[src/nfc_regs_pkg.sv]
// Constants shared by the reader mode control register bank.
// Assumes a single 200 MHz clock and a 32-bit Avalon-MM register port.
package nfc_regs_pkg;
   localparam int DATA_W = 32;
   localparam int ADDR_W = 8;
   // Register indices; byte address is four times the index.
   localparam logic [5:0] IDX_OPCTL = 6'h02;
   localparam logic [5:0] IDX_MODE  = 6'h03;
   localparam logic [5:0] IDX_RATE  = 6'h04;
   localparam logic [5:0] IDX_TYPEA = 6'h05;
   // Field positions.
   localparam int OPC_OSC    = 7;
   localparam int OPC_RX     = 6;
   localparam int OPC_SINGLE = 5;
   localparam int OPC_MANUAL = 4;
   localparam int OPC_TX     = 3;
   localparam int OPC_WAKEUP = 2;
   localparam int MODE_TARGET = 7;
   localparam int MODE_OM_HI  = 6;
   localparam int MODE_OM_LO  = 3;
   localparam int MODE_RCA    = 0;
   localparam int RATE_TX_HI = 7;
   localparam int RATE_TX_LO = 4;
   localparam int RATE_RX_HI = 3;
   localparam int RATE_RX_LO = 0;
   localparam int TYPEA_NO_TX_PAR = 7;
   // Writable bit masks and reset values.
   localparam logic [7:0] OPCTL_MASK = 8'hFC;
   localparam logic [7:0] MODE_MASK  = 8'hF9;
   localparam logic [7:0] OPCTL_RST  = 8'h00;
   localparam logic [7:0] MODE_RST   = 8'h08;
   localparam logic [7:0] RATE_RST   = 8'h00;
   localparam logic [7:0] TYPEA_RST  = 8'h00;
   // Operating mode codes.
   localparam logic [3:0] OM_ACTIVE  = 4'h0;
   localparam logic [3:0] OM_ISO_A   = 4'h1;
   localparam logic [3:0] OM_ISO_B   = 4'h2;
   localparam logic [3:0] OM_CARD212 = 4'h3;
   localparam logic [3:0] OM_TYPE1   = 4'h4;
   localparam logic [3:0] OM_SUBC    = 4'hE;
   localparam logic [3:0] OM_BPSK    = 4'hF;
   localparam logic [3:0] OM_T_DETECT = 4'h0;
   localparam logic [3:0] OM_T_NORMAL = 4'h1;
   // Bit rate codes, divider of the carrier frequency.
   localparam logic [3:0] RATE_FC128 = 4'h0;
   localparam logic [3:0] RATE_FC16  = 4'h3;
   localparam logic [3:0] RATE_FC8   = 4'h4;
   localparam logic [3:0] RATE_FC4   = 4'h5;
   localparam logic [3:0] RATE_FC2   = 4'h6;
   typedef enum logic [1:0] {BUS_IDLE = 2'b00, BUS_ACK = 2'b01} bus_state_t;
endpackage

[src/mode_decode.sv]
// Decodes role and operating mode code into support and class flags.
// Assumes registered inputs from the register bank on the same clock.
`timescale 1ns/100ps
module mode_decode
(
   input  wire logic       i_target,      // 1: target role
   input  wire logic [3:0] i_op_mode,     // Operating mode code
   output logic            o_mode_ok,     // Code supported for role
   output logic            o_iso_b,       // Type B protocol selected
   output logic            o_active,      // Active peer communication
   output logic            o_split_rates  // Protocol allows own rx rate
);
   always_comb
   begin
      o_mode_ok     = 1'b0;
      o_iso_b       = 1'b0;
      o_active      = 1'b0;
      o_split_rates = 1'b0;
      if (i_target)
      begin
         // Only the two active peer modes exist for the target.
         o_mode_ok = (i_op_mode == nfc_regs_pkg::OM_T_DETECT) ||
                     (i_op_mode == nfc_regs_pkg::OM_T_NORMAL);
         o_active  = o_mode_ok;
      end
      else
      begin
         case (i_op_mode)
            nfc_regs_pkg::OM_ACTIVE:
            begin
               o_mode_ok = 1'b1;
               o_active  = 1'b1;
            end
            nfc_regs_pkg::OM_ISO_A,
            nfc_regs_pkg::OM_ISO_B:
            begin
               o_mode_ok     = 1'b1;
               o_split_rates = 1'b1;
               o_iso_b       = (i_op_mode == nfc_regs_pkg::OM_ISO_B);
            end
            nfc_regs_pkg::OM_CARD212,
            nfc_regs_pkg::OM_TYPE1,
            nfc_regs_pkg::OM_SUBC,
            nfc_regs_pkg::OM_BPSK: o_mode_ok = 1'b1;
            default:               o_mode_ok = 1'b0;
         endcase
      end
   end
endmodule

[src/rate_check.sv]
// Checks transmit and receive rate codes against the selected protocol.
// Assumes flags from the mode decoder on the same clock.
`timescale 1ns/100ps
module rate_check
(
   input  wire logic [3:0] i_tx_code,  // Transmit rate code
   input  wire logic [3:0] i_rx_code,  // Receive rate code
   input  wire logic       i_iso_b,    // Type B protocol selected
   input  wire logic       i_split,    // Protocol allows own rx rate
   output logic            o_rate_ok,  // Both rates supported
   output logic [3:0]      o_rx_eff    // Rate code the receiver uses
);
   logic tx_ok;
   logic rx_ok;

   always_comb
   begin
      // Without separate rates the receiver follows the transmit rate.
      o_rx_eff = i_split ? i_rx_code : i_tx_code;
      tx_ok    = (i_tx_code <= nfc_regs_pkg::RATE_FC16) ||
                 (i_iso_b && (i_tx_code <= nfc_regs_pkg::RATE_FC2));
      rx_ok    = (o_rx_eff <= nfc_regs_pkg::RATE_FC16) ||
                 (o_rx_eff == nfc_regs_pkg::RATE_FC8) ||
                 (o_rx_eff == nfc_regs_pkg::RATE_FC4);
      o_rate_ok = tx_ok && rx_ok;
   end
endmodule

[src/reader_mode_control_regs.sv]
// Reader front end mode control registers on an Avalon-MM slave port.
// Assumes command pulses come from logic on the same clock.
//
// Summary of operation
// [RULE_01] Oscillator enable bit runs oscillator and regulator.
// [RULE_02] Receive path only while receive enable set.
// [RULE_03] Single channel bit: channel_choice picks channel.
// [RULE_04] Manual bit chooses automatic or chosen channel.
// [RULE_05] Field-on sets transmit enable; active completion clears.
// [RULE_06] Wake-up bit places device in wake-up.
// [RULE_07] Operation control resets only at power-up.
// [RULE_08] Role bit: initiator or target decoding.
// [RULE_09] Four-bit mode field, reset value 0001.
// [RULE_10] Initiator mode codes decode to seven protocols.
// [RULE_11] Target codes: detection or normal active.
// [RULE_12] Unsupported mode code disables transmit and receive.
// [RULE_13] Auto bit starts response collision avoidance.
// [RULE_14] Upper nibble sets transmit bit rate.
// [RULE_15] Lower nibble sets receive rate when allowed.
// [RULE_16] Codes 0 to 6 map fc/128 to fc/2.
// [RULE_17] Very high transmit rates only for type B.
// [RULE_18] Very high receive rates only fc/8, fc/4.
// [RULE_19] Unsupported rate disables transmit and receive.
// [RULE_20] Rate register clears at power-up and set-default.
// [RULE_21] Go-to-normal command loads the rate register.
// [RULE_22] Type A settings reset on set-default too.
// [RULE_23] Unused bits ignore writes, read zero.
//
// Decided for this implementation: register access over Avalon-MM.
`timescale 1ns/100ps
module reader_mode_control_regs
(
   input  wire logic        i_mclk,             // 200 MHz clock
   input  wire logic        i_nrst,             // Async reset, active low
   input  wire logic [7:0]  i_avs_address,      // Byte address
   input  wire logic        i_avs_read,         // Read request
   input  wire logic        i_avs_write,        // Write request
   input  wire logic [3:0]  i_avs_byteenable,   // Byte lanes
   input  wire logic [31:0] i_avs_writedata,    // Write data
   output logic [31:0]      o_avs_readdata,     // Read data
   output logic             o_avs_waitrequest,  // Request not yet taken
   input  wire logic        i_field_on_cmd,     // Field-on command pulse
   input  wire logic        i_tx_done,          // Transmission finished pulse
   input  wire logic        i_set_default_cmd,  // Set-default command pulse
   input  wire logic        i_go_normal_cmd,    // Go-to-normal command pulse
   input  wire logic [7:0]  i_normal_rate,      // Rate value for go-to-normal
   input  wire logic        i_channel_choice,   // 0: amplitude, 1: phase
   output logic             o_osc_reg_enable,   // Oscillator and regulator on
   output logic             o_rx_path_enable,   // Receive path on
   output logic             o_tx_path_enable,   // Transmit path on
   output logic             o_am_channel_en,    // Amplitude channel on
   output logic             o_pm_channel_en,    // Phase channel on
   output logic             o_auto_channel,     // Automatic channel choice
   output logic             o_use_pm_channel,   // Phase channel chosen
   output logic             o_wakeup_mode,      // Wake-up mode
   output logic             o_target_role,      // Target role
   output logic [3:0]       o_op_mode,          // Operating mode code
   output logic             o_active_comm,      // Active peer mode
   output logic             o_auto_rca,         // Auto collision avoidance
   output logic [3:0]       o_tx_rate,          // Transmit rate code
   output logic [3:0]       o_rx_rate,          // Receive rate code in use
   output logic             o_config_ok,        // Mode and rates supported
   output logic             o_tx_parity_off     // No transmit parity
);

////////////////////////////////////////////////////////////////////////////////
   // Bus slave: one wait cycle, then the request is taken.

   nfc_regs_pkg::bus_state_t bus_q;
   nfc_regs_pkg::bus_state_t bus_d;
   logic [31:0]              rdata_q;
   logic [31:0]              rdata_d;
   logic                     req;
   logic [5:0]               idx;
   logic                     aligned;
   logic                     wr_en;
   logic [7:0]               wdata;
   logic [7:0]               opctl_q;
   logic [7:0]               mode_q;
   logic [7:0]               rate_q;
   logic [7:0]               typea_q;

   assign req               = i_avs_read || i_avs_write;
   assign idx               = i_avs_address[7:2];
   assign aligned           = (i_avs_address[1:0] == 2'h0);
   assign wdata             = i_avs_writedata[7:0];
   assign o_avs_waitrequest = req && (bus_q != nfc_regs_pkg::BUS_ACK);
   assign o_avs_readdata    = rdata_q;

   always_comb
   begin
      bus_d   = bus_q;
      rdata_d = rdata_q;
      wr_en   = i_avs_write && (bus_q == nfc_regs_pkg::BUS_ACK) &&
                i_avs_byteenable[0] && aligned;
      case (bus_q)
         nfc_regs_pkg::BUS_IDLE:
         begin
            if (req)
            begin
               bus_d   = nfc_regs_pkg::BUS_ACK;
               rdata_d = 32'h0000_0000;
               if (i_avs_read && aligned)
               begin
                  case (idx)
                     nfc_regs_pkg::IDX_OPCTL: rdata_d[7:0] = opctl_q;
                     nfc_regs_pkg::IDX_MODE:  rdata_d[7:0] = mode_q;
                     nfc_regs_pkg::IDX_RATE:  rdata_d[7:0] = rate_q;
                     nfc_regs_pkg::IDX_TYPEA: rdata_d[7:0] = typea_q;
                     default:                 rdata_d      = 32'h0000_0000;
                  endcase
               end
            end
         end
         nfc_regs_pkg::BUS_ACK: bus_d = nfc_regs_pkg::BUS_IDLE;
         default:               bus_d = nfc_regs_pkg::BUS_IDLE;
      endcase
   end

   always_ff @(posedge i_mclk or negedge i_nrst)
   begin
      if (!i_nrst)
      begin
         bus_q   <= nfc_regs_pkg::BUS_IDLE;
         rdata_q <= 32'h0000_0000;
      end
      else
      begin
         bus_q   <= bus_d;
         rdata_q <= rdata_d;
      end
   end

////////////////////////////////////////////////////////////////////////////////
   // Register file.

   logic [7:0] opctl_d;
   logic [7:0] mode_d;
   logic [7:0] rate_d;
   logic [7:0] typea_d;
   logic       mode_ok;
   logic       iso_b;
   logic       active;
   logic       split;
   logic       rate_ok;
   logic [3:0] rx_eff;

   always_comb
   begin
      opctl_d = opctl_q;
      mode_d  = mode_q;
      rate_d  = rate_q;
      typea_d = typea_q;
      if (wr_en && (idx == nfc_regs_pkg::IDX_OPCTL))
      begin
         opctl_d = wdata & nfc_regs_pkg::OPCTL_MASK;  // see [RULE_23]
      end
      if (wr_en && (idx == nfc_regs_pkg::IDX_MODE))
      begin
         mode_d = wdata & nfc_regs_pkg::MODE_MASK;  // see [RULE_23]
      end
      if (wr_en && (idx == nfc_regs_pkg::IDX_RATE))
      begin
         rate_d = wdata;
      end
      if (wr_en && (idx == nfc_regs_pkg::IDX_TYPEA))
      begin
         typea_d = wdata;
      end
      // Completion clears transmit enable only in active peer mode.
      if (i_tx_done && active)
      begin
         opctl_d[nfc_regs_pkg::OPC_TX] = 1'b0;  // see [RULE_05]
      end
      // The hardware set wins over any clear in the same cycle.
      if (i_field_on_cmd)
      begin
         opctl_d[nfc_regs_pkg::OPC_TX] = 1'b1;  // see [RULE_05]
      end
      // Set-default leaves operation control and mode untouched.
      if (i_set_default_cmd)
      begin
         rate_d  = nfc_regs_pkg::RATE_RST;   // see [RULE_20]
         typea_d = nfc_regs_pkg::TYPEA_RST;  // see [RULE_22]
      end
      if (i_go_normal_cmd)
      begin
         rate_d = i_normal_rate;  // see [RULE_21]
      end
   end

   always_ff @(posedge i_mclk or negedge i_nrst)
   begin
      if (!i_nrst)
      begin
         opctl_q <= nfc_regs_pkg::OPCTL_RST;  // see [RULE_07]
         mode_q  <= nfc_regs_pkg::MODE_RST;   // see [RULE_09]
         rate_q  <= nfc_regs_pkg::RATE_RST;   // see [RULE_20]
         typea_q <= nfc_regs_pkg::TYPEA_RST;  // see [RULE_22]
      end
      else
      begin
         opctl_q <= opctl_d;
         mode_q  <= mode_d;
         rate_q  <= rate_d;
         typea_q <= typea_d;
      end
   end

////////////////////////////////////////////////////////////////////////////////
   // Mode and rate decoding.

   mode_decode u_mode_decode
   (
      .i_target      (mode_q[nfc_regs_pkg::MODE_TARGET]),
      .i_op_mode     (mode_q[nfc_regs_pkg::MODE_OM_HI:nfc_regs_pkg::MODE_OM_LO]),
      .o_mode_ok     (mode_ok),
      .o_iso_b       (iso_b),
      .o_active      (active),
      .o_split_rates (split)
   );

   rate_check u_rate_check
   (
      .i_tx_code (rate_q[nfc_regs_pkg::RATE_TX_HI:nfc_regs_pkg::RATE_TX_LO]),
      .i_rx_code (rate_q[nfc_regs_pkg::RATE_RX_HI:nfc_regs_pkg::RATE_RX_LO]),
      .i_iso_b   (iso_b),
      .i_split   (split),
      .o_rate_ok (rate_ok),
      .o_rx_eff  (rx_eff)
   );

////////////////////////////////////////////////////////////////////////////////
   // Registered control outputs.

   logic [12:0] ctl_q;
   logic [12:0] ctl_d;
   logic [7:0]  rates_q;
   logic [7:0]  rates_d;
   logic [3:0]  om_q;
   logic [3:0]  om_d;
   logic        ok;
   logic        single;
   logic        manual;

   always_comb
   begin
      ok      = mode_ok && rate_ok;  // see [RULE_12] [RULE_19]
      single  = opctl_q[nfc_regs_pkg::OPC_SINGLE];
      manual  = opctl_q[nfc_regs_pkg::OPC_MANUAL];
      ctl_d   = 13'h0000;
      ctl_d[0] = opctl_q[nfc_regs_pkg::OPC_OSC];  // see [RULE_01]
      ctl_d[1] = opctl_q[nfc_regs_pkg::OPC_OSC] &&
                 opctl_q[nfc_regs_pkg::OPC_RX] && ok;  // see [RULE_02]
      ctl_d[2] = opctl_q[nfc_regs_pkg::OPC_OSC] &&
                 opctl_q[nfc_regs_pkg::OPC_TX] && ok;
      ctl_d[3] = !single || !i_channel_choice;  // see [RULE_03]
      ctl_d[4] = !single || i_channel_choice;   // see [RULE_03]
      ctl_d[5] = !single && !manual;            // see [RULE_04]
      ctl_d[6] = single || manual ? i_channel_choice : 1'b0;  // see [RULE_04]
      ctl_d[7] = opctl_q[nfc_regs_pkg::OPC_WAKEUP];  // see [RULE_06]
      ctl_d[8] = mode_q[nfc_regs_pkg::MODE_TARGET];  // see [RULE_08]
      ctl_d[9] = active;  // see [RULE_10] [RULE_11]
      ctl_d[10] = mode_q[nfc_regs_pkg::MODE_RCA];  // see [RULE_13]
      ctl_d[11] = ok;
      ctl_d[12] = typea_q[nfc_regs_pkg::TYPEA_NO_TX_PAR];  // see [RULE_22]
      om_d    = mode_q[nfc_regs_pkg::MODE_OM_HI:nfc_regs_pkg::MODE_OM_LO];
      // Rate codes pass on unclamped; o_config_ok flags unsupported ones.
      rates_d = {rate_q[nfc_regs_pkg::RATE_TX_HI:nfc_regs_pkg::RATE_TX_LO],
                 rx_eff};  // see [RULE_14] [RULE_15] [RULE_16] [RULE_17] [RULE_18]
   end

   always_ff @(posedge i_mclk or negedge i_nrst)
   begin
      if (!i_nrst)
      begin
         ctl_q   <= 13'h0000;
         om_q    <= nfc_regs_pkg::MODE_RST[6:3];
         rates_q <= 8'h00;
      end
      else
      begin
         ctl_q   <= ctl_d;
         om_q    <= om_d;
         rates_q <= rates_d;
      end
   end

   assign o_osc_reg_enable = ctl_q[0];
   assign o_rx_path_enable = ctl_q[1];
   assign o_tx_path_enable = ctl_q[2];
   assign o_am_channel_en  = ctl_q[3];
   assign o_pm_channel_en  = ctl_q[4];
   assign o_auto_channel   = ctl_q[5];
   assign o_use_pm_channel = ctl_q[6];
   assign o_wakeup_mode    = ctl_q[7];
   assign o_target_role    = ctl_q[8];
   assign o_active_comm    = ctl_q[9];
   assign o_auto_rca       = ctl_q[10];
   assign o_config_ok      = ctl_q[11];
   assign o_tx_parity_off  = ctl_q[12];
   assign o_op_mode        = om_q;
   assign o_tx_rate        = rates_q[7:4];
   assign o_rx_rate        = rates_q[3:0];
endmodule

[config.mk]
export PLATFORM = sky130hd
export DESIGN_NAME = reader_mode_control_regs
export DESIGN_NICKNAME = d
export VERILOG_FILES = /design/src/nfc_regs_pkg.sv /design/src/mode_decode.sv /design/src/rate_check.sv /design/src/reader_mode_control_regs.sv
export SDC_FILE = /design/constraint.sdc
export NUM_CORES = 1
export LEC_CHECK = 0
export BUFFER_PORTS_ARGS = -buffer_cell sky130_fd_sc_hd__buf_2
export CORE_AREA = 2 2 104 66
export CTS_CLUSTER_DIAMETER = 50
export DETAILED_ROUTE_END_ITERATION = 6
export DIE_AREA = 0 0 106 68
export GPL_ROUTABILITY_DRIVEN = 0
export PLACE_DENSITY_LB_ADDON = 0.15
export SYNTH_ARGS = -nofsm -noshare
export SYNTH_HDL_FRONTEND = slang
export SYNTH_HIERARCHICAL = 1
export SYNTH_SLANG_ARGS = --single-unit
export TNS_END_PERCENT = 1
[constraint.sdc]
create_clock -name i_mclk -period 3 [get_ports i_mclk]
set_clock_uncertainty 0.15 [all_clocks]
set_input_delay 0 -clock i_mclk [delete_from_list [all_inputs] [get_ports i_mclk]]
set_output_delay 0 -clock i_mclk [all_outputs]
set_load 0.005 [all_outputs]
==> impl_results.md <==
- Max layer used: met4
- Full die area: 7210 um^2
- Top FF cell, synth: dfrtp_1
- Die X-Extent: between 100 and 150 um
- CP Capture Type: register
- Sequential Power Share: 46.9%
- Max-slew headroom: approximately two thirds
- Residual DRC count: 0
- GRT Overall Usage: 19.8%
- Drt wl/cell: between 10 and 15 um
- Total grt overflow: 0
- Most common cell in the synthesized netlist: dfrtp_1
- Syn Area/Cell: ~12 um^2
- Fin crit share: just under 80%
- Ant diodes: 0
- Placed Area: approximately 3200 um^2
- Io pins: 119
- Worst-Margin Slew: 0.520 ns
- Outcome: finished, final reports clean
- Nets: between 400 and 500
- Dpl hpwl: ~4.6 mm
- VDD IR-drop max: between 0.2 and 0.3 mV
- TritonRoute pass-1 iters: 4
- Synth top cells by count: dfrtp_1 (60), buf_4 (24), nand2b_1 (17)
- Starting DRT DRC Count: 66
- R2r setup slk: ~0.62 ns
- Layout area overhead: 27.3%
- First-pass GRT wire length: 10.6 mm
- F_max: approximately 420 MHz
- Worst skew pair latency: approximately 0.34 ns
- Initial antenna violation count: 0
- Die Y: 68 um
- Area contributors post-synth: dfrtp_1 (52%), buf_4 (6.2%), mux2_2 (5.8%), mux2i_1 (4.5%), nand2b_1 (3.6%)
- CTS tree: done
- Root buffer cell: clkbuf_8
- Clock sinks: between 60 and 70
- Final instance area: about 3700 um^2
- Hold endpoint: bus_q[0]
- Async set-reset flop share out of synthesis: 100%
- R2r startpoint: mode_q[6]
- Metal2 WL: 2.72 mm
- Layout cell share with drive strength beyond 1: 32.6%
- Starting Density: a little under half
- DRT Wirelength: around 6.5 mm
- Power Density: approximately 510 nW/um^2
- Synth top area share: approximately 50%
- Count of pins over their slew limit: 0
- Final Hold Vio Count: 0
- Maximum root-to-sink buffer count: 2
- Leakage: roughly 0.0018 uW
- Synth Warn #: 6
- Net Switching: 421 uW
- Hold Path Stages: 4
- Setup TNS: 0 ns
- Clock power share: a little over two fifths
- Vias per std cell: between 5 and 6
- Final min period: roughly 2.4 ns
- Switching part of the total: 22.4%
- Distinct cells, synth: 46
- CP Launch Type: register
- Post-synthesis cell area: approximately 3000 um^2
- FF-to-FF End: opctl_q[3]
- Worst hold start: i_avs_read
- # Max-Cap Violations: 0
- Largest area contributor in the netlist: dfrtp_1
- R2r worst-path depth: 7
- TritonCTS Buffers: 9
- Comb pwr share: under 10%
- Number of flops mapped to enable cells by yosys: 0
- Worst EP arrival: between 2 and 2.5 ns
- Post-route ant nets: 0
- Sequential share of the synthesized area: between 50% and 60%
- Worst-path maximum fanout: 8
- Largest net degree at the start of global routing: 33
- # rows: 23
- CP Class: register to register
- Number of cells produced by synthesis: about 250
- Met3 WL: approximately 450 um
- P_int: 1460 uW
- Synth Register Bits: between 60 and 70
- Endpoints failing setup: 0
- Worst-path clk slew: 0.07 ns
- M1 WL: around 3.3 mm
- PortBufs: 67
- Worst hold path class: primary input to register
- WP data required: roughly 3 ns
- Vias: around 2200
- Core area: roughly 6400 um^2
- Vias in the first global route: just over 2000
- RSZ-0062 raised after global routing: false
- H-tree depth: 3
## area by class of cell
| cell class | count | area (um^2) |
|---|---|---|
| flip-flops and latches | 62 | 1550 |
| clock buffers | 12 | 155 |
| fillers | 590 | 2650 |
| multi-input cells | 169 | 1190 |
| inverters | 4 | 15.0 |
| well taps | 87 | 109 |
| clock inverters | 4 | 70.1 |
| repair buffers | 96 | 618 |
## metal layers
| metal | global-route usage (%) | vias up |
|---|---|---|
| met3 | 7.14 | 8 |
| met4 | 5.10 | 0 |
| li1 | - | 1033 |
| met5 | 0 | - |
| met1 | 27.9 | 1074 |
| met2 | 29.2 | 77 |
## kinds of logic after synthesis
group | synth area share (%)
XOR/XNOR | 0.601
buffers and inverters | 8.80
flip-flops | 53.3
other | 0.129
AO/OA/AOI/OAI | 9.23
multiplexers | 11.3
AND/OR/NAND/NOR | 16.7
## stage by stage
stage / power (uW) / instances / hold WS (ns) / setup WS, ns / util, %
6_report: 1880 / 434 / 0.0333 / 0.622 / 58.4
3_5_place_dp: 1040 / 392 / -0.253 / 0.796 / 50.7
3_3_place_gp: 1040 / 392 / -0.257 / 0.803 / 50.7
5_1_grt: 1960 / 434 / 0.0632 / 0.409 / 58.4
4_1_cts: 1900 / 434 / 0.0253 / 0.607 / 58.4
2_1_floorplan: 989 / 272 / -0.446 / 0.631 / -
## flip-flops by register name, summed over array words and instances (netlist names), 4 cells and up
signal,count
mode_q,6
typea_q,8
rates_q,8
o_op_mode,4
rate_q,8
o_avs_readdata,8
ctl_q,13
opctl_q,6
## repair_timing
item,CTS,global route
hold buffers,26,0
gates resized for setup,0,0
endpoints found under the hold margin,92,0
buffers inserted,0,0
## critical path: stages, from the launching register on
cell and delay (ns):
dfrtp_1 0.47, nor3_1 0.25, a21boi_0 0.25, nand2_1 0.14, nand2_1 0.09, a21oi_1 0.04
a311o_1 0.32, dlygate4sd3_1 0.55
## how the worst max path moves through the flow
| stage | startpoint | end | slack (ns) | depth (start not counted) |
|---|---|---|---|---|
| global route | mode_q[6] | opctl_q[3] | 0.41 | 7 |
| global placement | mode_q[3] | ctl_q[2] | 0.80 | 7 |
| finish | mode_q[6] | opctl_q[3] | 0.62 | 7 |
| CTS | mode_q[6] | opctl_q[3] | 0.61 | 7 |
| detailed placement | mode_q[3] | ctl_q[1] | 0.80 | 7 |
| floorplan | mode_q[3] | ctl_q[1] | 0.63 | 6 |
## power groups by stage
stage | Sequential [uW] | Combinational (uW) | Clock, uW
6_report | 881 | 175 | 823
4_1_cts | 880 | 176 | 842
2_1_floorplan | 891 | 98.5 | 0
5_1_grt | 884 | 196 | 879
3_5_place_dp | 896 | 149 | 0
3_3_place_gp | 896 | 148 | 0
## layout by cell type, fill, tap and decap left out, drive strengths merged, types with 2 or more instances in the layout
cell,count
inv,4
o31ai,2
or3,3
clkinv,2
xnor2,2
o21ai,8
buf,70
a221o,7
a22oi,2
a21oi,2
nand2b,17
nand2,14
nor2,6
bufinv,2
dlygate4sd3,26
or2,2
dfrtp,60
nor3,7
conb,24
clkbuf,12
mux2i,13
mux2,17
nand4,2
dfstp,2
o211ai,2
a221oi,6
and3,2
nand3,2
nor3b,7
nor4,9
and2,3
Note: power is estimated with default switching activity, not from simulation.
